`config.mk`:
```
export PLATFORM = sky130hd
export DESIGN_NAME = slc_host_flat
export DESIGN_NICKNAME = d
export VERILOG_FILES = /design/src/hdl/slc_pkg.sv /design/src/hdl/slc_if.sv /design/src/hdl/slc_host.sv /design/src/flat_wrapper.sv
export SDC_FILE = /design/constraint.sdc
export NUM_CORES = 1
export LEC_CHECK = 0
export ABC_AREA = 0
export BUFFER_PORTS_ARGS = -buffer_cell sky130_fd_sc_hd__buf_2
export CAP_MARGIN = 0
export CORE_UTILIZATION = 34
export DETAILED_ROUTE_END_ITERATION = 8
export SYNTH_ARGS = -nofsm -noshare
export SYNTH_HDL_FRONTEND = slang
export SYNTH_SLANG_ARGS = --single-unit
```
`constraint.sdc`:
```
create_clock -name core_clk -period 2.15 [get_ports core_clk]
set_input_delay 0.215 -clock core_clk [delete_from_list [all_inputs] [get_ports core_clk]]
set_output_delay 0.215 -clock core_clk [all_outputs]
set_load 0.005 [all_outputs]
```
`src/hdl/slc_pkg.sv`:
```
// Package: register map, field layout and reset values of the link channel config
//
// Behaviour
// Software writes zero to reserved bits
// Single-channel select disables channels B, C, D
// Upper-pair enable gates channels C and D
// Lower-pair enable gates channels A and B
// Calibration and link disabled before channel changes
// Never disable all channels via enables
// One pair off halves converters, lanes ceil-halved
// Odd lanes, one pair off: pad tail bits
// Lower pair off: C,D take A,B slots
// Header select: 0 CRC-12, 2 FEC, 64b/66b only
// Command fields always zero, idle headers
// Header and threshold changed only link-disabled
// Sync request input sampled on link clock
// Request after threshold-plus-one consecutive low samples
// Shorter low pulses are error reports, ignored
// Receiver disables error reports, threshold zero
package slc_pkg;
	// Device register indexes and byte addresses (index * 4 on the bus)
	localparam logic [11:0] CHAN_EN_IDX   = 12'h0209;
	localparam logic [11:0] SYNC_HDR_IDX  = 12'h020f;
	localparam logic [11:0] SYNC_THR_IDX  = 12'h0210;
	localparam logic [13:0] CHAN_EN_ADDR  = {CHAN_EN_IDX, 2'b00};
	localparam logic [13:0] SYNC_HDR_ADDR = {SYNC_HDR_IDX, 2'b00};
	localparam logic [13:0] SYNC_THR_ADDR = {SYNC_THR_IDX, 2'b00};
	// Controller's own registers
	localparam logic [13:0] CTRL_ADDR     = 14'h0000;
	localparam logic [13:0] STAT_ADDR     = 14'h0004;
	localparam logic [13:0] MODE_ADDR     = 14'h0008;
	// Field positions
	localparam int LOWER_BIT  = 0;
	localparam int UPPER_BIT  = 1;
	localparam int SINGLE_BIT = 2;
	localparam int LINK_EN_BIT = 0;
	localparam int CAL_EN_BIT  = 1;
	localparam int MODE_6466_BIT = 0;
	// Reset values
	localparam logic [7:0] CHAN_EN_RST  = 8'h03;
	localparam logic [7:0] SYNC_HDR_RST = 8'h00;
	localparam logic [7:0] SYNC_THR_RST = 8'h03;
	localparam logic [7:0] CHAN_EN_MASK  = 8'h07;
	localparam logic [7:0] SYNC_HDR_MASK = 8'h03;
	localparam logic [7:0] SYNC_THR_MASK = 8'h1f;
	localparam logic [1:0] HDR_CRC12 = 2'h0;
	localparam logic [1:0] HDR_FEC   = 2'h2;
	localparam logic [1:0] RESP_OKAY   = 2'b00;
	localparam logic [1:0] RESP_SLVERR = 2'b10;
	localparam logic [1:0] RESP_DECERR = 2'b11;
	// Link clock is the core clock halved
	localparam int LINK_DIV = 2;
	typedef enum logic [1:0] {HDR_SEND_CRC, HDR_SEND_FEC, HDR_SEND_NONE}
		slc_hdr_e;
endpackage

```
`src/hdl/slc_if.sv`:
```
// Interface joining the register port, the link config and the sync pin
`timescale 1ns/1ps
interface slc_if;
	logic        wr_stb;
	logic        rd_stb;
	logic [11:0] reg_idx;
	logic [7:0]  wr_data;
	logic [7:0]  rd_data;
	logic        rd_valid;
	logic        sync_n;
	modport device (
		input  wr_stb, rd_stb, reg_idx, wr_data, sync_n,
		output rd_data, rd_valid
	);
	modport host (
		output wr_stb, rd_stb, reg_idx, wr_data, sync_n,
		input  rd_data, rd_valid
	);
endinterface

```
`src/hdl/slc_host.sv`:
```
// Host end: AXI4-Lite slave bridging to the device registers and sync pin
//
// Register access over AXI4-Lite was chosen for this implementation.
`timescale 1ns/1ps
module slc_host
	import slc_pkg::*;
(
	input  wire logic        core_clk,
	input  wire logic        reset,
	slc_if.host              dev,
	input  wire logic [13:0] s_axi_awaddr,
	input  wire logic        s_axi_awvalid,
	output logic             s_axi_awready,
	input  wire logic [31:0] s_axi_wdata,
	input  wire logic [3:0]  s_axi_wstrb,
	input  wire logic        s_axi_wvalid,
	output logic             s_axi_wready,
	output logic [1:0]       s_axi_bresp,
	output logic             s_axi_bvalid,
	input  wire logic        s_axi_bready,
	input  wire logic [13:0] s_axi_araddr,
	input  wire logic        s_axi_arvalid,
	output logic             s_axi_arready,
	output logic [31:0]      s_axi_rdata,
	output logic [1:0]       s_axi_rresp,
	output logic             s_axi_rvalid,
	input  wire logic        s_axi_rready,
	input  wire logic        sync_n_in,
	output logic             link_enable,
	output logic             cal_enable,
	output logic             link_mode_6466
);
	typedef enum logic [1:0] {RD_IDLE, RD_WAIT, RD_RESP} slc_rd_e;
	typedef struct packed {
		logic        aw_got;
		logic [13:0] aw;
		logic        w_got;
		logic [7:0]  wd;
		logic        wlane;
		logic        bvalid;
		logic [1:0]  bresp;
		slc_rd_e     rd;
		logic [13:0] ar;
		logic [31:0] rdata;
		logic [1:0]  rresp;
		logic [7:0]  ctrl;
		logic [7:0]  mode;
		logic        wr_stb;
		logic        rd_stb;
		logic [11:0] idx;
		logic [7:0]  dwd;
		logic        cfg_err;
		logic [2:0]  pin_sh;
		logic        pin_lvl;
	} slc_host_s;

	slc_host_s s_q;
	slc_host_s s_d;
	logic      wr_fire;

	// Reads and writes share the device index, so a read waits out a write
	assign wr_fire = s_q.aw_got && s_q.w_got && !s_q.bvalid;

	function automatic logic is_dev(input logic [13:0] a);
		return a == CHAN_EN_ADDR || a == SYNC_HDR_ADDR || a == SYNC_THR_ADDR;
	endfunction

	always_comb
	begin
		s_d = s_q;
		s_d.wr_stb = 1'b0;
		s_d.rd_stb = 1'b0;
		if (s_axi_awvalid && !s_q.aw_got)
		begin
			s_d.aw_got = 1'b1;
			s_d.aw = s_axi_awaddr;
		end
		if (s_axi_wvalid && !s_q.w_got)
		begin
			s_d.w_got = 1'b1;
			s_d.wd = s_axi_wdata[7:0];
			s_d.wlane = s_axi_wstrb[0];
		end
		if (wr_fire)
		begin
			s_d.aw_got = 1'b0;
			s_d.w_got  = 1'b0;
			s_d.bvalid = 1'b1;
			s_d.bresp  = RESP_OKAY;
			if (is_dev(s_q.aw))
			begin
				// Channel enables need calibration and link off first
				if ((s_q.aw == CHAN_EN_ADDR &&
					(s_q.ctrl[LINK_EN_BIT] || s_q.ctrl[CAL_EN_BIT]))
					|| s_q.ctrl[LINK_EN_BIT]
					|| (s_q.aw == CHAN_EN_ADDR &&
					s_q.wd[2:0] == 3'b000)
					|| (s_q.aw == CHAN_EN_ADDR && s_q.wd[SINGLE_BIT]
					&& !s_q.wd[LOWER_BIT]))
				begin
					s_d.bresp   = RESP_SLVERR;
					s_d.cfg_err = 1'b1;
				end
				else if (s_q.wlane)
				begin
					s_d.wr_stb = 1'b1;
					s_d.idx = s_q.aw[13:2];
					s_d.dwd = s_q.wd & ((s_q.aw == CHAN_EN_ADDR) ?
						CHAN_EN_MASK : (s_q.aw == SYNC_HDR_ADDR) ?
						SYNC_HDR_MASK : SYNC_THR_MASK);
				end
			end
			else if (s_q.aw == CTRL_ADDR)
			begin
				if (s_q.wlane)
					s_d.ctrl = s_q.wd & 8'h03;
			end
			else if (s_q.aw == MODE_ADDR)
			begin
				if (s_q.wlane)
					s_d.mode = s_q.wd & 8'h01;
			end
			else if (s_q.aw == STAT_ADDR)
			begin
				if (s_q.wlane && s_q.wd[1])
					s_d.cfg_err = 1'b0;
			end
			else
				s_d.bresp = RESP_DECERR;
		end
		if (s_q.bvalid && s_axi_bready)
			s_d.bvalid = 1'b0;
		// Status shows the pin only once two synchroniser stages agree
		s_d.pin_sh = {s_q.pin_sh[1:0], sync_n_in};
		if (s_q.pin_sh[2] == s_q.pin_sh[1])
			s_d.pin_lvl = s_q.pin_sh[2];
		case (s_q.rd)
			RD_IDLE:
			begin
				if (s_axi_arvalid && !wr_fire)
				begin
					s_d.ar = s_axi_araddr;
					s_d.rresp = RESP_OKAY;
					s_d.rdata = 32'h0000_0000;
					if (is_dev(s_axi_araddr))
					begin
						s_d.rd_stb = 1'b1;
						s_d.idx = s_axi_araddr[13:2];
						s_d.rd = RD_WAIT;
					end
					else
					begin
						s_d.rd = RD_RESP;
						case (s_axi_araddr)
							CTRL_ADDR: s_d.rdata = {24'h0, s_q.ctrl};
							MODE_ADDR: s_d.rdata = {24'h0, s_q.mode};
							STAT_ADDR: s_d.rdata = {30'h0, s_q.cfg_err,
								s_q.pin_lvl};
							default:   s_d.rresp = RESP_DECERR;
						endcase
					end
				end
			end
			RD_WAIT:
			begin
				if (dev.rd_valid)
				begin
					s_d.rdata = {24'h0, dev.rd_data};
					s_d.rd = RD_RESP;
				end
			end
			RD_RESP:
			begin
				if (s_axi_rready)
					s_d.rd = RD_IDLE;
			end
			default: s_d.rd = RD_IDLE;
		endcase
	end

	always_ff @(posedge core_clk)
	begin
		if (reset)
		begin
			s_q         <= '0;
			// Idle pin level, so no false change follows reset
			s_q.pin_sh  <= 3'b111;
			s_q.pin_lvl <= 1'b1;
		end
		else
			s_q <= s_d;
	end

	assign s_axi_awready = !s_q.aw_got;
	assign s_axi_wready  = !s_q.w_got;
	assign s_axi_bvalid  = s_q.bvalid;
	assign s_axi_bresp   = s_q.bresp;
	assign s_axi_arready = s_q.rd == RD_IDLE && !wr_fire;
	assign s_axi_rvalid  = s_q.rd == RD_RESP;
	assign s_axi_rdata   = s_q.rdata;
	assign s_axi_rresp   = s_q.rresp;
	assign dev.wr_stb    = s_q.wr_stb;
	assign dev.rd_stb    = s_q.rd_stb;
	assign dev.reg_idx   = s_q.idx;
	assign dev.wr_data   = s_q.dwd;
	assign dev.sync_n    = sync_n_in;
	assign link_enable   = s_q.ctrl[LINK_EN_BIT];
	assign cal_enable    = s_q.ctrl[CAL_EN_BIT];
	assign link_mode_6466 = s_q.mode[MODE_6466_BIT];
endmodule // slc_host

```
`src/flat_wrapper.sv`:
```
// flat-port wrapper written by rule: the top's interface ports become plain ports
module slc_host_flat import slc_pkg::*;
  (core_clk, reset, s_axi_awaddr, s_axi_awvalid, s_axi_awready, s_axi_wdata, s_axi_wstrb, s_axi_wvalid, s_axi_wready, s_axi_bresp, s_axi_bvalid, s_axi_bready, s_axi_araddr, s_axi_arvalid, s_axi_arready, s_axi_rdata, s_axi_rresp, s_axi_rvalid, s_axi_rready, sync_n_in, link_enable, cal_enable, link_mode_6466, dev_wr_stb, dev_rd_stb, dev_reg_idx, dev_wr_data, dev_sync_n, dev_rd_data, dev_rd_valid);
  slc_if dev_i ();
  input  wire logic core_clk;
  input  wire logic reset;
  input  wire logic [13:0] s_axi_awaddr;
  input  wire logic s_axi_awvalid;
  output logic s_axi_awready;
  input  wire logic [31:0] s_axi_wdata;
  input  wire logic [3:0] s_axi_wstrb;
  input  wire logic s_axi_wvalid;
  output logic s_axi_wready;
  output logic [1:0] s_axi_bresp;
  output logic s_axi_bvalid;
  input  wire logic s_axi_bready;
  input  wire logic [13:0] s_axi_araddr;
  input  wire logic s_axi_arvalid;
  output logic s_axi_arready;
  output logic [31:0] s_axi_rdata;
  output logic [1:0] s_axi_rresp;
  output logic s_axi_rvalid;
  input  wire logic s_axi_rready;
  input  wire logic sync_n_in;
  output logic link_enable;
  output logic cal_enable;
  output logic link_mode_6466;
  output wire logic [$bits(dev_i.wr_stb)-1:0] dev_wr_stb;
  output wire logic [$bits(dev_i.rd_stb)-1:0] dev_rd_stb;
  output wire logic [$bits(dev_i.reg_idx)-1:0] dev_reg_idx;
  output wire logic [$bits(dev_i.wr_data)-1:0] dev_wr_data;
  output wire logic [$bits(dev_i.sync_n)-1:0] dev_sync_n;
  input wire logic [$bits(dev_i.rd_data)-1:0] dev_rd_data;
  input wire logic [$bits(dev_i.rd_valid)-1:0] dev_rd_valid;
  assign dev_wr_stb = dev_i.wr_stb;
  assign dev_rd_stb = dev_i.rd_stb;
  assign dev_reg_idx = dev_i.reg_idx;
  assign dev_wr_data = dev_i.wr_data;
  assign dev_sync_n = dev_i.sync_n;
  assign dev_i.rd_data = dev_rd_data;
  assign dev_i.rd_valid = dev_rd_valid;
  slc_host u_core (.core_clk(core_clk), .reset(reset), .dev(dev_i), .s_axi_awaddr(s_axi_awaddr), .s_axi_awvalid(s_axi_awvalid), .s_axi_awready(s_axi_awready), .s_axi_wdata(s_axi_wdata), .s_axi_wstrb(s_axi_wstrb), .s_axi_wvalid(s_axi_wvalid), .s_axi_wready(s_axi_wready), .s_axi_bresp(s_axi_bresp), .s_axi_bvalid(s_axi_bvalid), .s_axi_bready(s_axi_bready), .s_axi_araddr(s_axi_araddr), .s_axi_arvalid(s_axi_arvalid), .s_axi_arready(s_axi_arready), .s_axi_rdata(s_axi_rdata), .s_axi_rresp(s_axi_rresp), .s_axi_rvalid(s_axi_rvalid), .s_axi_rready(s_axi_rready), .sync_n_in(sync_n_in), .link_enable(link_enable), .cal_enable(cal_enable), .link_mode_6466(link_mode_6466));
endmodule
```
==> impl_metrics.ini, run 1 <==
[flow_run]
maxCapViolCount = 0

[hold_path]
hold_depth = 2
hold_path.startpoint = sync_n_in
min_path_type = in -> reg
hold_end = u_core.s_d[2]

[floorplanning]
ios = 148
initial_utilization_pct = 35.5
coreArea_mm2 = 0.00885
die_y_um = 98.2
die_area_mm2 = 0.00964
row_count = 34
die_w_um = 98.2

[logic_synthesis]
async_flop_share_pct = 0
synth_top_cell_area_share_pct = 40.1
synth_common_cells = dfxtp_1 (63), nand2_1 (61), buf_4 (57)
ys_ff_latch = 63
synth_area_mm2 = 0.00315
yosysTopAreaCell = dfxtp_1
netlist_instances = 384
synth_cell_types = 49
yosys_most_used_dff = dfxtp_1
avgSynthCellArea_um2 = 8.19
synth_area_leaders = dfxtp_1 (40%), buf_4 (14%), nand2_1 (7.3%), a21oi_1 (6.4%), nor2_1 (3.1%)
synth_warnings = 0
synth_edf_count = 0
synth-seq-area-share_pct = 40.1
synth.most_common_cell = dfxtp_1

[global_route]
track_usage_pct = 15.9
grt_pass1_wl_um = 12100
grt_pass1_vias = 2583
grt_util_met1_pct = 19.8
grt_max_degree = 36
busiest_layer = met2
grt_overflow_total = 0
grtUsageMet3_pct = 5.44
globalRouteMet2Util_pct = 25.5
antenna_found_initial = 0

[pwr]
clkPwrFrac_pct = 42.3
internal_power_mw = 2.00
vdd.ir_drop.worst_mv = 0.362
p_seq_share_pct = 45.9
net-switching-power_mw = 0.685
p_leak_nw = 1.74
power.density_mw_per_mm2 = 696
switching_share_pct = 25.5
comb_power_share_pct = 11.8

[routing]
ant_nets = 0
drt-initial-drc-count = 70
drc = 8
wl_um = 7440
first_pass_iters = 9
viasPerCell = 4.71
wl_per_cell_um = 12.7
vias = 2749

[run_status]
outcome = finished, violations left
violations = DRC, setup timing

[sta]
fin_crit_sh_pct = 103
setup-violations-final = 17
setup_slack_ps = -73.7
fin_skew_ps = 7.33
worstMarginPinSlew_ps = 545
period_needed_ps = 2220
relSlewSlack_pct = 63.3
drv_slew = 0
rsz0062_at_grt = true
fmax_mhz = 450
finalHoldViolCount = 0

[clock_network]
ctsHoldBuffers = 0
clk_pin_slew_worst_paths_ps = 70
cts_made_buffers = 9
clock_path_buffers = 2
cts_root_buf = clkbuf_8
cts_tree = built
cts_max_level = 3
cts_num_sinks = 63
clk_latency_ps = 340

[worst_setup_path]
crit_chain = or4_4 > or3b_4 > a221o_1 > buf_6 > a311o_1 > a21oi_1
slowest_delay_ps = 530
r2r_slack_ps = -70
rr_worst_depth = 6
slowest_stage = or4_4
cp.arrival_ps = 2490
required_ps = 2420
reg2reg_to = u_core.dev.wr_data[3]
reg2reg_from = u_core.s_q[113]
end_kind = flop
worstPathMaxFanout = 3
worstSetupPathType = reg -> reg
cp-start-kind = flop

[placement]
dp_slack_ps = -144
dp_cells = 563
gp_congestion = 0.839
hpwl_um = 5640
port_buffers = 90

[layout]
syn2layout_area_growth_pct = 23.0
fin_cells = 584
nNetsFinal = 552
layout-drive-gt1-share_pct = 33.8
n_antenna_cell = 0
fill_cells = 927
worst max path at each step:
stage,cells past startpoint,endpoint,slack (ps),from
6_report,6,u_core.dev.wr_data[3],-70,u_core.s_q[113]
5_1_grt,6,u_core.dev.wr_data[3],-150,u_core.s_q[113]
4_1_cts,6,u_core.dev.reg_idx[3],-100,u_core.s_q[112]
3_5_place_dp,6,u_core.dev.wr_data[4],-140,u_core.s_q[112]
3_3_place_gp,6,u_core.dev.wr_data[4],-120,u_core.s_q[112]
2_1_floorplan,6,u_core.dev.reg_idx[2],3,u_core.s_q[109]
critical path: cells and delay by family (launching register included):
kind / cells / cell delay (ps)
AOI/OAI and AO/OA: 3 / 770
buffers and inverters: 1 / 140
DFF: 1 / 320
and+or+nand+nor: 2 / 920
registers in the layout, summed over array words and instances, names as in the netlist:
name and cells:
u_core.dev.wr_stb 1, u_core.s_axi_bvalid 1, u_core.s_axi_rresp 1, u_core.link_mode_6466 1, u_core.link_enable 1, u_core.s_q 27, u_core.s_d 2, u_core.dev.wr_data 5
u_core.s_axi_bresp 2, u_core.s_axi_rdata 8, u_core.dev.rd_stb 1, u_core.cal_enable 1, u_core.dev.reg_idx 12
layer usage:
| metal | vias to the layer above | wire length [µm] |
|---|---|---|
| met5 | - | 0 |
| li1 | 1401 | - |
| met1 | 1247 | 3390 |
| met3 | 11 | 487 |
| met4 | 0 | 119 |
| met2 | 90 | 3440 |
per-stage QoR:
| step | power [mW] | area [µm²] | utilization [%] | hold slack, ps | setup TNS (ps) |
|---|---|---|---|---|---|
| 3_3_place_gp | 1.56 | 3550 | 40.1 | 399 | -564 |
| 6_report | 2.69 | 3870 | 43.7 | 97.1 | -885 |
| 2_1_floorplan | 1.47 | 3250 | - | 319 | 0 |
| 3_5_place_dp | 1.56 | 3550 | 40.1 | 401 | -1240 |
| 4_1_cts | 2.71 | 3830 | 43.3 | 73.6 | -655 |
| 5_1_grt | 2.83 | 3870 | 43.7 | 85.3 | -2260 |
cell usage in the layout, fill, tap and decap left out, types with 7 or more instances in the layout:
cell and n:
nor2b_1 8, dfxtp_1 61, a21oi_1 36, and2_1 7, buf_4 30, nand2_1 61, mux2i_1 8, nor2_1 26
inv_1 12, clkbuf_8 9, conb_1 27, nor3_1 9, buf_2 90
cell families (layout without fill, tap and decap cells):
family	Yosys count	after routing	synth area share, %
mux	8	8	2.55
simple gates	157	157	25.3
xor+xnor	1	1	0.278
flops	63	63	40.1
compound gates	68	68	14.3
buf+inv	86	152	17.4
other cells	1	27	0.119
timing repair:
item,in CTS,in global routing
gates resized for setup,9,6
setup endpoints to repair,14,20
buffers inserted,4,1
pin swaps,13,6
cloned,0,0
hold endpoints to repair,0,0
layout make-up:
class	count	area [µm²]	area share, %
clock buffers	9	124	3.20
clock inverters	7	97.6	2.52
inverters	12	45.0	1.16
multi-input cells	261	1480	38.3
flip-flops and latches	63	1260	32.7
well taps	108	135	3.49
repair buffers	124	721	18.6
power by group through the flow:
stage / sequential [mW] / clock, mW / combinational, mW
after floorplan: 1.25 / 0 / 0.219
after detailed placement: 1.26 / 0 / 0.305
after CTS: 1.23 / 1.16 / 0.313
final: 1.23 / 1.14 / 0.318
after global routing: 1.24 / 1.23 / 0.355
after global placement: 1.26 / 0 / 0.299
(Power assumes the default switching activity.)
==> inputs of run 2 (changes only) <==
Settings changed: CELL_PAD_IN_SITES_DETAIL_PLACEMENT set to 0, CELL_PAD_IN_SITES_GLOBAL_PLACEMENT set to 1, CORE_MARGIN set to 5, CORE_UTILIZATION 34 to 29, PLACE_DENSITY_LB_ADDON set to 0.1.
==> impl_metrics.ini, run 2 (synthesized netlist as in run 1, its figures left out) <==
[run_status]
outcome = finished, violations left
violations = setup timing

[floorplanning]
row_count = 38
coreArea_mm2 = 0.0107
initial_utilization_pct = 29.3
ios = 148
die_area_mm2 = 0.0130
die_w_um = 114
die_y_um = 114

[layout]
final_common_cell = buf_2
nNetsFinal = 553
n_antenna_cell = 0
layout-drive-gt1-share_pct = 35.6
top_register = u_core.s_q
final_cell_mix = buf_2 (90), dfxtp_1 (61), nand2_1 (58)
largest_reg_flops = 27
syn2layout_area_growth_pct = 26.2

[pwr]
power.density_mw_per_mm2 = 651
vdd.ir_drop.worst_mv = 0.276
power.total_mw = 2.59
p_leak_nw = 1.74

[clock_network]
cts_num_sinks = 63
clock_path_buffers = 2
clk_pin_slew_worst_paths_ps = 80
ctsHoldBuffers = 0
clk_latency_ps = 350
cts_tree = built
cts_root_buf = clkbuf_8
cts_made_buffers = 9
cts_max_level = 3

[placement]
dp_slack_ps = -162
hpwl_um = 6390
port_buffers = 90
gp_congestion = 0.734

[global_route]
grt_pass1_vias = 2760
grt_max_degree = 39
track_usage_pct = 13.1
grt_overflow_total = 0
grt_pass1_wl_um = 13500
antenna_found_initial = 0

[sta]
finalHoldViolCount = 0
relSlewSlack_pct = 66.0
fmax_mhz = 441
fin_crit_sh_pct = 105
setup_slack_ps = -118
setup_tns_ps = -1330
period_needed_ps = 2270
drv_slew = 0
fin_skew_ps = 10.8
setup-violations-final = 17
worstMarginPinSlew_ps = 496
rsz0062_at_grt = true

[routing]
wl_um = 8440
ant_nets = 0
first_pass_iters = 4
vias = 2741
drt-initial-drc-count = 72
wl_per_cell_um = 13.7
viasPerCell = 4.44
drc = 0

[worst_setup_path]
rr_worst_depth = 8
end_kind = flop
cp-start-kind = flop
required_ps = 2420
reg2reg_from = u_core.s_q[112]
cp.arrival_ps = 2540
reg2reg_to = u_core.dev.wr_data[3]
crit_start = u_core.s_q[112]
worstSetupPathType = reg -> reg
r2r_slack_ps = -120
worstPathMaxFanout = 3
timing.critical_path.to = u_core.dev.wr_data[3]

[hold_path]
min_path_type = in -> reg
hold_depth = 2

[flow_run]
maxCapViolCount = 0
[run 2: cell types whose count changed in the layout (fill, tap and decap cells not counted), sizes merged]
cell    delta
bufinv     -1
buf        +1
inv        +1
[run 2: routing by layer]
layer	global-route usage (%)	vias to the layer above	routed length, µm
li1	-	1403	-
met1	16.2	1261	3690
met2	21.7	72	4120
met3	4.49	5	565
met4	3.17	0	57
met5	0	-	0
[run 2: area by class of cell]
type	count	area, µm²
Fill cell	1178	6780
Multi-Input combinational cell	261	1540
Sequential cell	63	1260
Timing Repair Buffer	125	747
Tap cell	140	175
Clock buffer	9	124
Clock inverter	7	72.6
Inverter	12	45.0
[run 2: worst min path at each step]
stage               from       endpoint
2_1_floorplan  sync_n_in  u_core.s_d[2]
3_3_place_gp   sync_n_in  u_core.s_d[2]
3_5_place_dp   sync_n_in  u_core.s_d[2]
4_1_cts        sync_n_in  u_core.s_d[2]
5_1_grt        sync_n_in  u_core.s_d[2]
6_report       sync_n_in  u_core.s_d[2]
[run 2: timing repair]
item / in CTS / in global routing
buffers inserted: 2 / 5
pin swaps: 11 / 21
endpoints found under the setup margin: 14 / 19
gates resized for setup: 7 / 25
[run 2: critical path, cell delays in order, from the launching register on]
cell     delay, ps
dfxtp_2        350
buf_6           90
or4b_1         410
or3_4          360
buf_6          130
a221o_1        340
buf_6          140
a311o_1        260
a21oi_1        130
[run 2: stage by stage]
stage	hold slack, ps	std cells	utilization, %	cell area (µm²)
2_1_floorplan	319	410	-	3250
3_3_place_gp	415	595	33.4	3590
3_5_place_dp	422	595	33.4	3590
4_1_cts	49.2	613	35.6	3820
5_1_grt	54.4	617	36.9	3970
6_report	59.7	617	36.9	3970
[run 2: where the power goes]
part | leakage, nW | switching, mW | internal [mW]
Sequential | 0.514 | 0.0271 | 1.20
Clock | 0.0956 | 0.490 | 0.536
Combinational | 1.13 | 0.180 | 0.149
